$ cat src/core/bcrc_cfg.svh
// Offsets, field positions, reset values and cycle counts for the
// clock and reset control block. Included by the package and the core.
`ifndef BCRC_CFG_SVH
`define BCRC_CFG_SVH
// Register byte offsets
`define BCRC_CTRL_OFS 8'h00
`define BCRC_MASK_OFS 8'h04
`define BCRC_STAT_OFS 8'h08
// Reset values and power state codes
`define BCRC_MASK_RST 16'h0000
`define BCRC_PM_D0 2'h0
`define BCRC_PM_D3HOT 2'h3
// Synchronised pin vector positions
`define BCRC_IN_PRST 0
`define BCRC_IN_STABLE 1
`define BCRC_IN_OSC 2
`define BCRC_IN_PCLK 3
`define BCRC_IN_MASK 4
`define BCRC_IN_PFAST 5
`define BCRC_IN_SFAST 6
`define BCRC_IN_STRAP 7
`define BCRC_IN_OSCSEL 8
`define BCRC_IN_W 9
// Cycle counts
`define BCRC_SEC_REL_CYC 6'h2B
`define BCRC_INIT_CYC 6'h20
`define BCRC_SHIFT_LAST 5'h0F
`define BCRC_CHIP_RST_CYC 2'h3
`define BCRC_CHIP_CLR_CYC 2'h1
`endif

$ cat src/core/bcrc_pkg.sv
// Types for the clock and reset control block.
// Assumes bcrc_cfg.svh is on the include path.
package bcrc_pkg;
`include "bcrc_cfg.svh"

typedef enum logic [3:0] {
   BCRC_SEQ_HOLD = 4'h1,
   BCRC_SEQ_SHIFT = 4'h2,
   BCRC_SEQ_WAIT = 4'h4,
   BCRC_SEQ_RUN = 4'h8
} bcrc_seq_type;

typedef struct packed {
   logic direct;
   logic [1:0] pm;
   logic chip_rst;
   logic sec_rst;
} bcrc_ctrl_type;

typedef struct packed {
   logic [`BCRC_IN_W-1:0] s1;
   logic [`BCRC_IN_W-1:0] s2;
   logic [`BCRC_IN_W-1:0] s3;
   logic [`BCRC_IN_W-1:0] f;
   bcrc_seq_type seq;
   logic [5:0] rel_cnt;
   logic [5:0] init_cnt;
   logic rdy;
   logic [1:0] chip_cnt;
   logic chip_busy;
   logic phase;
   logic [4:0] bit_idx;
   logic [15:0] shreg;
   logic [15:0] mask;
   bcrc_ctrl_type ctrl;
   logic pm_pulse;
   logic src_q;
   logic half;
   logic clk;
   logic sec_n;
   logic flush;
   logic load_n;
   logic strobe;
   logic [31:0] prdata;
} bcrc_state_type;
endpackage

$ cat src/core/bcrc_top.sv
// Clock source selection, secondary clock division and reset sequencing.
// Assumes an APB master on pclk and asynchronous board pins.
//
// Overview of operation
// - With oscillator select low, secondary clocks come from the oscillator input.
// - Oscillator-derived clocks still get the division chosen by the fast enables.
// - Clock-stable low keeps the secondary reset output asserted.
// - Divide by two only when primary fast is high and secondary fast low.
// - Primary fast low makes the block drive secondary fast low.
// - Fast strap high sets fast-capable bits in both status views.
// - A directly fed external secondary clock bypasses the division.
// - After any reset release, 32 clocks of initialisation precede bridge operation.
// - Primary outputs float within one clock of primary reset assertion.
// - Primary reset resets secondary; output released 43 clocks after release.
// - Clock mask shifting starts at the primary reset rising edge.
// - Secondary reset held during primary reset and the mask shift.
// - Asynchronous primary reset edges accepted; internal reset done in 32 clocks.
// - Primary reset clears all posted and delayed transaction buffers.
// - Software secondary reset bit holds the secondary reset output until cleared.
// - Chip reset clears registers and state, without secondary reset or floating.
// - Chip reset bit self-clears within 4 clocks after its write.
// - No access is answered while a chip reset runs.
// - Power state D3hot to D0 gives internal reset without secondary reset.
// - Mask shift takes 16 cycles, 32 at fast rate; release waits for it.
`timescale 1ns/10ps
`include "bcrc_cfg.svh"
module bcrc_top
   import bcrc_pkg::*;
(
   input wire logic pclk,
   input wire logic presetn,
   input wire logic psel,
   input wire logic penable,
   input wire logic pwrite,
   input wire logic [7:0] paddr,
   input wire logic [31:0] pwdata,
   output logic [31:0] prdata,
   output logic pready,
   output logic pslverr,
   input wire logic pri_reset_in_n,
   input wire logic sec_clock_stable,
   input wire logic ext_osc_select_n,
   input wire logic ext_osc_clock,
   input wire logic pri_clock_in,
   input wire logic pri_fast_bus_enable,
   input wire logic sec_fast_bus_enable,
   output logic sec_fast_bus_enable_out,
   output logic sec_fast_bus_enable_oe,
   input wire logic fast_capable_strap,
   input wire logic mask_serial_in,
   output logic mask_shift_load_n,
   output logic mask_shift_strobe,
   output logic [9:0] sec_clock_out,
   output logic [9:0] sec_clock_oe,
   output logic sec_reset_out_n,
   output logic pri_out_float,
   output logic buffer_clear,
   output logic bridge_ready
);

////////////////////////////////////////////////////////////////////////
// Helpers

// Clock enables from the shifted mask: outputs 0-3 take slot pairs, enabled if either bit is low; outputs 4-9 take one bit each
function automatic logic [9:0] mask_to_en(input logic [15:0] m);
   logic [9:0] e;
   e = 10'h000;
   for (int i = 0; i < 4; i++) begin
      e[i] = ~(m[2*i] & m[2*i+1]);
   end
   for (int i = 4; i < 10; i++) begin
      e[i] = ~m[i+4];
   end
   return e;
endfunction

function automatic logic [31:0] read_word(input bcrc_state_type s, input logic [7:0] a);
   logic [31:0] d;
   d = 32'h0000_0000;
   unique case (a)
      `BCRC_CTRL_OFS: d[4:0] = s.ctrl;
      `BCRC_MASK_OFS: d[15:0] = s.mask;
      `BCRC_STAT_OFS: begin
         d[0] = s.f[`BCRC_IN_STRAP];
         d[1] = s.f[`BCRC_IN_STRAP];
         d[2] = ~s.sec_n;
         d[3] = s.rdy;
         d[4] = s.f[`BCRC_IN_PFAST] & ~s.f[`BCRC_IN_SFAST] & ~s.ctrl.direct;
         d[5] = (s.seq == BCRC_SEQ_SHIFT);
         d[6] = s.f[`BCRC_IN_STABLE];
      end
      default: d = 32'h0000_0000;
   endcase
   return d;
endfunction

function automatic logic is_mapped(input logic [7:0] a);
   return (a == `BCRC_CTRL_OFS) || (a == `BCRC_MASK_OFS) || (a == `BCRC_STAT_OFS);
endfunction

////////////////////////////////////////////////////////////////////////
// State

bcrc_state_type st_ff;
bcrc_state_type nxt_st;
logic [`BCRC_IN_W-1:0] pins;
logic wr_acc;
logic prst_ok;
logic fast;
logic take;
logic src;
logic rise;
logic div2;
bcrc_ctrl_type wctrl;

assign pins = {ext_osc_select_n, fast_capable_strap, sec_fast_bus_enable, pri_fast_bus_enable,
               mask_serial_in, pri_clock_in, ext_osc_clock, sec_clock_stable, pri_reset_in_n};
assign pready = ~st_ff.chip_busy;
assign pslverr = psel & penable & ~is_mapped(paddr);
assign wr_acc = psel & penable & pready & pwrite;
assign wctrl = bcrc_ctrl_type'(pwdata[4:0]);
assign prst_ok = st_ff.f[`BCRC_IN_PRST];
assign fast = st_ff.f[`BCRC_IN_PFAST];
assign take = (st_ff.seq == BCRC_SEQ_SHIFT) & (~fast | st_ff.phase);
assign src = st_ff.f[`BCRC_IN_OSCSEL] ? st_ff.f[`BCRC_IN_PCLK] : st_ff.f[`BCRC_IN_OSC];
assign rise = src & ~st_ff.src_q;
assign div2 = st_ff.f[`BCRC_IN_PFAST] & ~st_ff.f[`BCRC_IN_SFAST] & ~st_ff.ctrl.direct;

always_comb begin
   nxt_st = st_ff;
   // Pin synchronisers: a change counts once stages two and three agree
   nxt_st.s1 = pins;
   nxt_st.s2 = st_ff.s1;
   nxt_st.s3 = st_ff.s2;
   nxt_st.f = (st_ff.s2 & st_ff.s3) | (st_ff.f & (st_ff.s2 ^ st_ff.s3));
   nxt_st.pm_pulse = 1'h0;

   // Secondary clock generation
   nxt_st.src_q = src;
   if (rise) begin
      nxt_st.half = ~st_ff.half;
   end
   nxt_st.clk = div2 ? nxt_st.half : src;

   // Reset sequence
   nxt_st.strobe = take;
   unique case (st_ff.seq)
      BCRC_SEQ_HOLD: begin
         nxt_st.load_n = 1'h0;
         nxt_st.rel_cnt = 6'h00;
         nxt_st.bit_idx = 5'h00;
         nxt_st.phase = 1'h0;
         if (prst_ok) begin
            nxt_st.seq = BCRC_SEQ_SHIFT;
            nxt_st.load_n = 1'h1;
         end
      end
      BCRC_SEQ_SHIFT: begin
         nxt_st.phase = ~st_ff.phase;
         if (take) begin
            nxt_st.shreg = {st_ff.f[`BCRC_IN_MASK], st_ff.shreg[15:1]};
            nxt_st.bit_idx = st_ff.bit_idx + 5'h01;
            if (st_ff.bit_idx == `BCRC_SHIFT_LAST) begin
               nxt_st.mask = {st_ff.f[`BCRC_IN_MASK], st_ff.shreg[15:1]};
               nxt_st.seq = BCRC_SEQ_WAIT;
            end
         end
      end
      BCRC_SEQ_WAIT: begin
         if (st_ff.rel_cnt == `BCRC_SEC_REL_CYC) begin
            nxt_st.seq = BCRC_SEQ_RUN;
         end
      end
      BCRC_SEQ_RUN: begin
         nxt_st.seq = BCRC_SEQ_RUN;
      end
      default: nxt_st.seq = BCRC_SEQ_HOLD;
   endcase
   if (st_ff.seq != BCRC_SEQ_HOLD && st_ff.rel_cnt != `BCRC_SEC_REL_CYC) begin
      nxt_st.rel_cnt = st_ff.rel_cnt + 6'h01;
   end
   if (!prst_ok) begin
      nxt_st.seq = BCRC_SEQ_HOLD;
      nxt_st.load_n = 1'h0;
   end

   // Register writes
   if (wr_acc && paddr == `BCRC_MASK_OFS) begin
      nxt_st.mask = pwdata[15:0];
   end
   if (wr_acc && paddr == `BCRC_CTRL_OFS) begin
      nxt_st.ctrl = wctrl;
      if (st_ff.ctrl.pm == `BCRC_PM_D3HOT && wctrl.pm == `BCRC_PM_D0) begin
         nxt_st.pm_pulse = 1'h1;
      end
      if (wctrl.chip_rst) begin
         nxt_st.ctrl = bcrc_ctrl_type'(5'h02);
         nxt_st.mask = `BCRC_MASK_RST;
         nxt_st.chip_busy = 1'h1;
         nxt_st.chip_cnt = 2'h0;
      end
   end
   if (st_ff.chip_busy) begin
      nxt_st.chip_cnt = st_ff.chip_cnt + 2'h1;
      // Bit clears a cycle before access returns, so the first read sees it low
      if (st_ff.chip_cnt == `BCRC_CHIP_CLR_CYC) begin
         nxt_st.ctrl.chip_rst = 1'h0;
      end
      if (st_ff.chip_cnt == `BCRC_CHIP_RST_CYC - 2'h1) begin
         nxt_st.chip_busy = 1'h0;
      end
   end

   // Internal initialisation after any reset
   if (!prst_ok || st_ff.chip_busy || st_ff.pm_pulse) begin
      nxt_st.init_cnt = 6'h00;
   end else if (st_ff.init_cnt != `BCRC_INIT_CYC) begin
      nxt_st.init_cnt = st_ff.init_cnt + 6'h01;
   end
   nxt_st.rdy = (nxt_st.init_cnt == `BCRC_INIT_CYC);
   nxt_st.flush = ~prst_ok | st_ff.pm_pulse | st_ff.chip_busy;

   // Secondary reset output: all holding conditions must be false
   nxt_st.sec_n = (nxt_st.seq == BCRC_SEQ_RUN) & st_ff.f[`BCRC_IN_STABLE]
                  & ~nxt_st.ctrl.sec_rst;

   // Read data follows the registers until the access is taken
   if (psel && !(penable && pready)) begin
      nxt_st.prdata = read_word(st_ff, paddr);
   end
end

always_ff @(posedge pclk or negedge presetn) begin
   if (!presetn) begin
      st_ff <= '{seq: BCRC_SEQ_HOLD, mask: `BCRC_MASK_RST, load_n: 1'h0, default: '0};
   end else begin
      st_ff <= nxt_st;
   end
end

////////////////////////////////////////////////////////////////////////
// Outputs

assign prdata = st_ff.prdata;
assign sec_clock_out = {10{st_ff.clk}};
assign sec_clock_oe = mask_to_en(st_ff.mask);
assign sec_fast_bus_enable_out = 1'h0;
assign sec_fast_bus_enable_oe = ~st_ff.f[`BCRC_IN_PFAST];
assign sec_reset_out_n = st_ff.sec_n;
assign pri_out_float = ~pri_reset_in_n | ~prst_ok;
assign buffer_clear = st_ff.flush;
assign bridge_ready = st_ff.rdy;
assign mask_shift_load_n = st_ff.load_n;
assign mask_shift_strobe = st_ff.strobe;
endmodule

$ cat config.mk
export PLATFORM = sky130hd
export DESIGN_NAME = bcrc_top
export DESIGN_NICKNAME = d
export VERILOG_FILES = /design/src/core/bcrc_pkg.sv /design/src/core/bcrc_top.sv
export VERILOG_INCLUDE_DIRS = /design/src /design/src/core
export SDC_FILE = /design/constraint.sdc
export NUM_CORES = 1
export LEC_CHECK = 0
export ABC_AREA = 1
export BUFFER_PORTS_ARGS = -buffer_cell sky130_fd_sc_hd__buf_2
export CAP_MARGIN = 25
export CORE_ASPECT_RATIO = 1.2
export CORE_UTILIZATION = 25
export CTS_BUF_LIST = sky130_fd_sc_hd__clkbuf_4
export CTS_CLUSTER_DIAMETER = 80
export DETAILED_ROUTE_END_ITERATION = 10
export GPL_TIMING_DRIVEN = 1
export SYNTH_ARGS = -nofsm -noshare
export SYNTH_HDL_FRONTEND = slang
export SYNTH_SLANG_ARGS = --single-unit
$ cat constraint.sdc
create_clock -name pclk -period 1.8 [get_ports pclk]
set_input_delay 0.27 -clock pclk [delete_from_list [all_inputs] [get_ports pclk]]
set_output_delay 0.27 -clock pclk [all_outputs]
set_load 0.05 [all_outputs]
==> results.json <==
{
  "vias": 4283,
  "wl_mm": 12.9,
  "min_period_ps": 1700,
  "period_share_pct": 94.5,
  "synth_cell_types": 43,
  "grt_pass1_wl_mm": 21.4,
  "stdcell_area_um2": 6970,
  "async_reset_ff_share_pct": 100,
  "synth-seq-cells": 122,
  "switching_share_pct": 34.0,
  "p_per_area_nw_per_um2": 969,
  "clock-sinks": 122,
  "cp.arrival_ps": 2140,
  "postLayoutSetupSlackWorst_ps": 98.3,
  "syn_avg_cell_area_um2": 9.07,
  "synth_enable_flop_cells": 0,
  "synth_compound_area_share_pct": 9.38,
  "dominantRegCellSynth": "dfrtp_1",
  "ir_drop_uv": 360,
  "clk_latency_ps": 530,
  "drive_gt1_share_pct": 24.5,
  "intPower_w": 0.00446,
  "drtIter0Drc": 129,
  "dp_slack_ps": 134,
  "synthMuxAreaShare_pct": 0.172,
  "critPathMostFrequentCell": "nand2_1",
  "placementRows": 60,
  "hp-class": "input port to flop",
  "post-route-drc-count": 0,
  "fin_nets": 804,
  "firstDrtPassIters": 4,
  "syn_to_final_growth_pct": 20.0,
  "synth_cells": 641,
  "maxCapViolCount": 0,
  "synth-xor-area-share_pct": 0.753,
  "critPathBufInv": 2,
  "core_um2": 22600,
  "p_sw_w": 0.00230,
  "initial_core_util_pct": 25.7,
  "cts_max_level": 4,
  "most-common-layout-cells": "173 x nand2_1, 121 x dfrtp_1, 81 x buf_2",
  "via_per_inst": 4.04,
  "chipHeight_um": 169,
  "outcome": "completed",
  "max_freq_mhz": 588,
  "power_frac_clock_pct": 35.4,
  "grt-ovfl-total": 0,
  "drtAntennaViolNets": 0,
  "setup_viol": 0,
  "grt_max_degree": 54,
  "worst_ep_required_time_ps": 2240,
  "power.leakage_nw": 3.53,
  "power_frac_seq_pct": 46.1,
  "synth_top_family_by_area": "simple AND/OR/NAND/NOR gates",
  "clk_pin_slew_worst_paths_ps": 130,
  "crit_fanout": 16,
  "ys_warn_count": 0,
  "cts_made_buffers": 17,
  "routabilityCongestion": 0.783,
  "cp_slowest_cell": "dfrtp_1",
  "cts-root-buf": "clkbuf_4",
  "drv_slew": 0,
  "fill_cells": 2370,
  "netlist_area_um2": 5810,
  "hold_viol": 0,
  "power_w": 0.00676,
  "synth_fa_ha_area_share_pct": 3.44,
  "crit_chain": "ha_1 > nand2_1 > nor2_1 > ha_2 > inv_2 > buf_12 > nand2_1 > nand2_1 > nand3_1 > nand2_1 > nand2_1 > a21boi_2",
  "slowest_delay_ps": 430,
  "ioPinCount": 116,
  "cts_tree": "built",
  "p_comb_share_pct": 18.5,
  "end_kind": "flop",
  "yosysSeqAreaShare_pct": 52.5,
  "io_buffers": 82,
  "cts_setup_buffers": 0,
  "rsz0062_at_grt": "yes",
  "die_w_um": 141,
  "path_class": "flop to flop",
  "crit_family": "simple AND/OR/NAND/NOR gates",
  "antenna_found_initial": 1,
  "fin_skew_ps": 28.2,
  "wl_per_cell_um": 12.2,
  "track_usage_pct": 11.6,
  "grt_pass1_vias": 4300,
  "clockBufferDepth": 2,
  "yosys.area_share.simple_pct": 22.3,
  "dpl_cell_area_um2": 6380,
  "worst_setup_path_start_kind": "flop",
  "final_common_cell": "nand2_1",
  "fp.dieArea_um2": 23900,
  "dpl.hpwl_mm": 9.41
}
-- final timing paths --
check                             from                end  slack (ps)  cells after the start
setup / recovery             st_ff[77]          st_ff[46]         100                     12
hold / removal              pwdata[15]          st_ff[60]          20                      3
setup reg to reg             st_ff[77]          st_ff[46]         100                     12
hold reg to reg            nxt_st[129]        nxt_st[120]         360                      0
max in group asynchronous      presetn          st_ff[99]        1110                      3
min in group asynchronous      presetn  mask_shift_strobe         120                      2
-- synth_stat cells, types with 2 or more instances --
library cell	number	area share, %
o21ai_1	11	0.95
nand4_1	7	0.75
buf_6	4	0.77
a21o_1	9	1.2
o21ai_2	11	1.7
nor2_1	44	2.8
nand2_2	2	0.22
o22ai_1	2	0.22
nand2_4	3	0.58
o21ai_0	36	3.1
dfrtp_1	121	52
clkbuf_1	4	0.26
nand2_1	173	11
a21oi_1	8	0.69
nand3_1	28	2.4
ha_1	16	3.4
inv_2	4	0.26
o31ai_1	7	0.90
xnor2_1	2	0.30
xor2_1	3	0.45
buf_2	5	0.43
buf_4	45	5.8
inv_1	51	3.3
nor2_2	21	2.3
nor2_4	5	0.97
inv_4	2	0.22
-- area by class of cell --
cell class,count,area (um2),area share (%)
antenna,2,5.00,0.0718
clock buffer,17,128,1.83
clock inverter,15,225,3.23
inverter,58,223,3.19
multi-input combinational,418,2170,31.1
sequential,122,3050,43.8
tap,310,388,5.56
timing repair buffer,117,785,11.2
-- logic make-up (layout without fill, tap and decap cells) --
family,Yosys count,in the layout
multiplexers,1,1
other,1,19
adder cells (fa/ha/maj),16,16
buffers and inverters,117,207
AND/OR/NAND/NOR,290,290
flip-flops,122,122
XOR/XNOR,5,5
AO/OA/AOI/OAI,89,89
-- worst reg2reg max path: cells and delay by family, from the launching register on --
kind	cells	cell delay [ps]
and+or+nand+nor	7	450
DFF	1	430
adders and majority gates	2	420
buffers and inverters	2	200
AOI/OAI and AO/OA	1	130
-- metrics by stage --
| step | utilization [%] | std cells | TNS [ps] | hold WS [ps] |
|---|---|---|---|---|
| 2_1_floorplan | - | 657 | 0 | -25.6 |
| 4_1_cts | 30.8 | 1057 | 0 | 3.22 |
| 5_1_grt | 30.9 | 1058 | -110 | 0.621 |
| 3_5_place_dp | 28.3 | 1003 | 0 | 139 |
| 6_report | 30.9 | 1059 | 0 | 20.1 |
| 3_3_place_gp | 28.3 | 1003 | 0 | 138 |
-- per-layer routing --
layer | up-vias | share of wire (%) | track usage, %
met3 | 13 | 3.4 | 2.63
met2 | 89 | 49 | 19.6
met1 | 2001 | 46 | 14.2
li1 | 2180 | - | -
met4 | 0 | 1.6 | 4.73
met5 | - | 0 | 0
-- state kept, by name, summed over array words and instances (netlist names) --
register / count
nxt_st: 18
prdata: 16
prst_ok: 1
bridge_ready: 1
sec_clock_out: 1
mask_shift_load_n: 1
mask_shift_strobe: 1
sec_reset_out_n: 1
buffer_clear: 1
st_ff: 80
fast: 1
-- power by group through the flow --
stage	sequential [W]	combinational (W)	clock (W)
after floorplan	0.00316	0.00100	0
after global placement	0.00317	0.00121	0
after detailed placement	0.00318	0.00122	0
after CTS	0.00312	0.00126	0.00245
after global routing	0.00316	0.00137	0.00258
final	0.00312	0.00125	0.00239
-- timing repair --
| item | in CTS | in global routing |
|---|---|---|
| endpoints found under the setup margin | 0 | 10 |
| endpoints found under the hold margin | 142 | 0 |
| gates resized for setup | 0 | 8 |
| hold buffers | 22 | 0 |
Note: power is estimated with default switching activity, not from simulation.
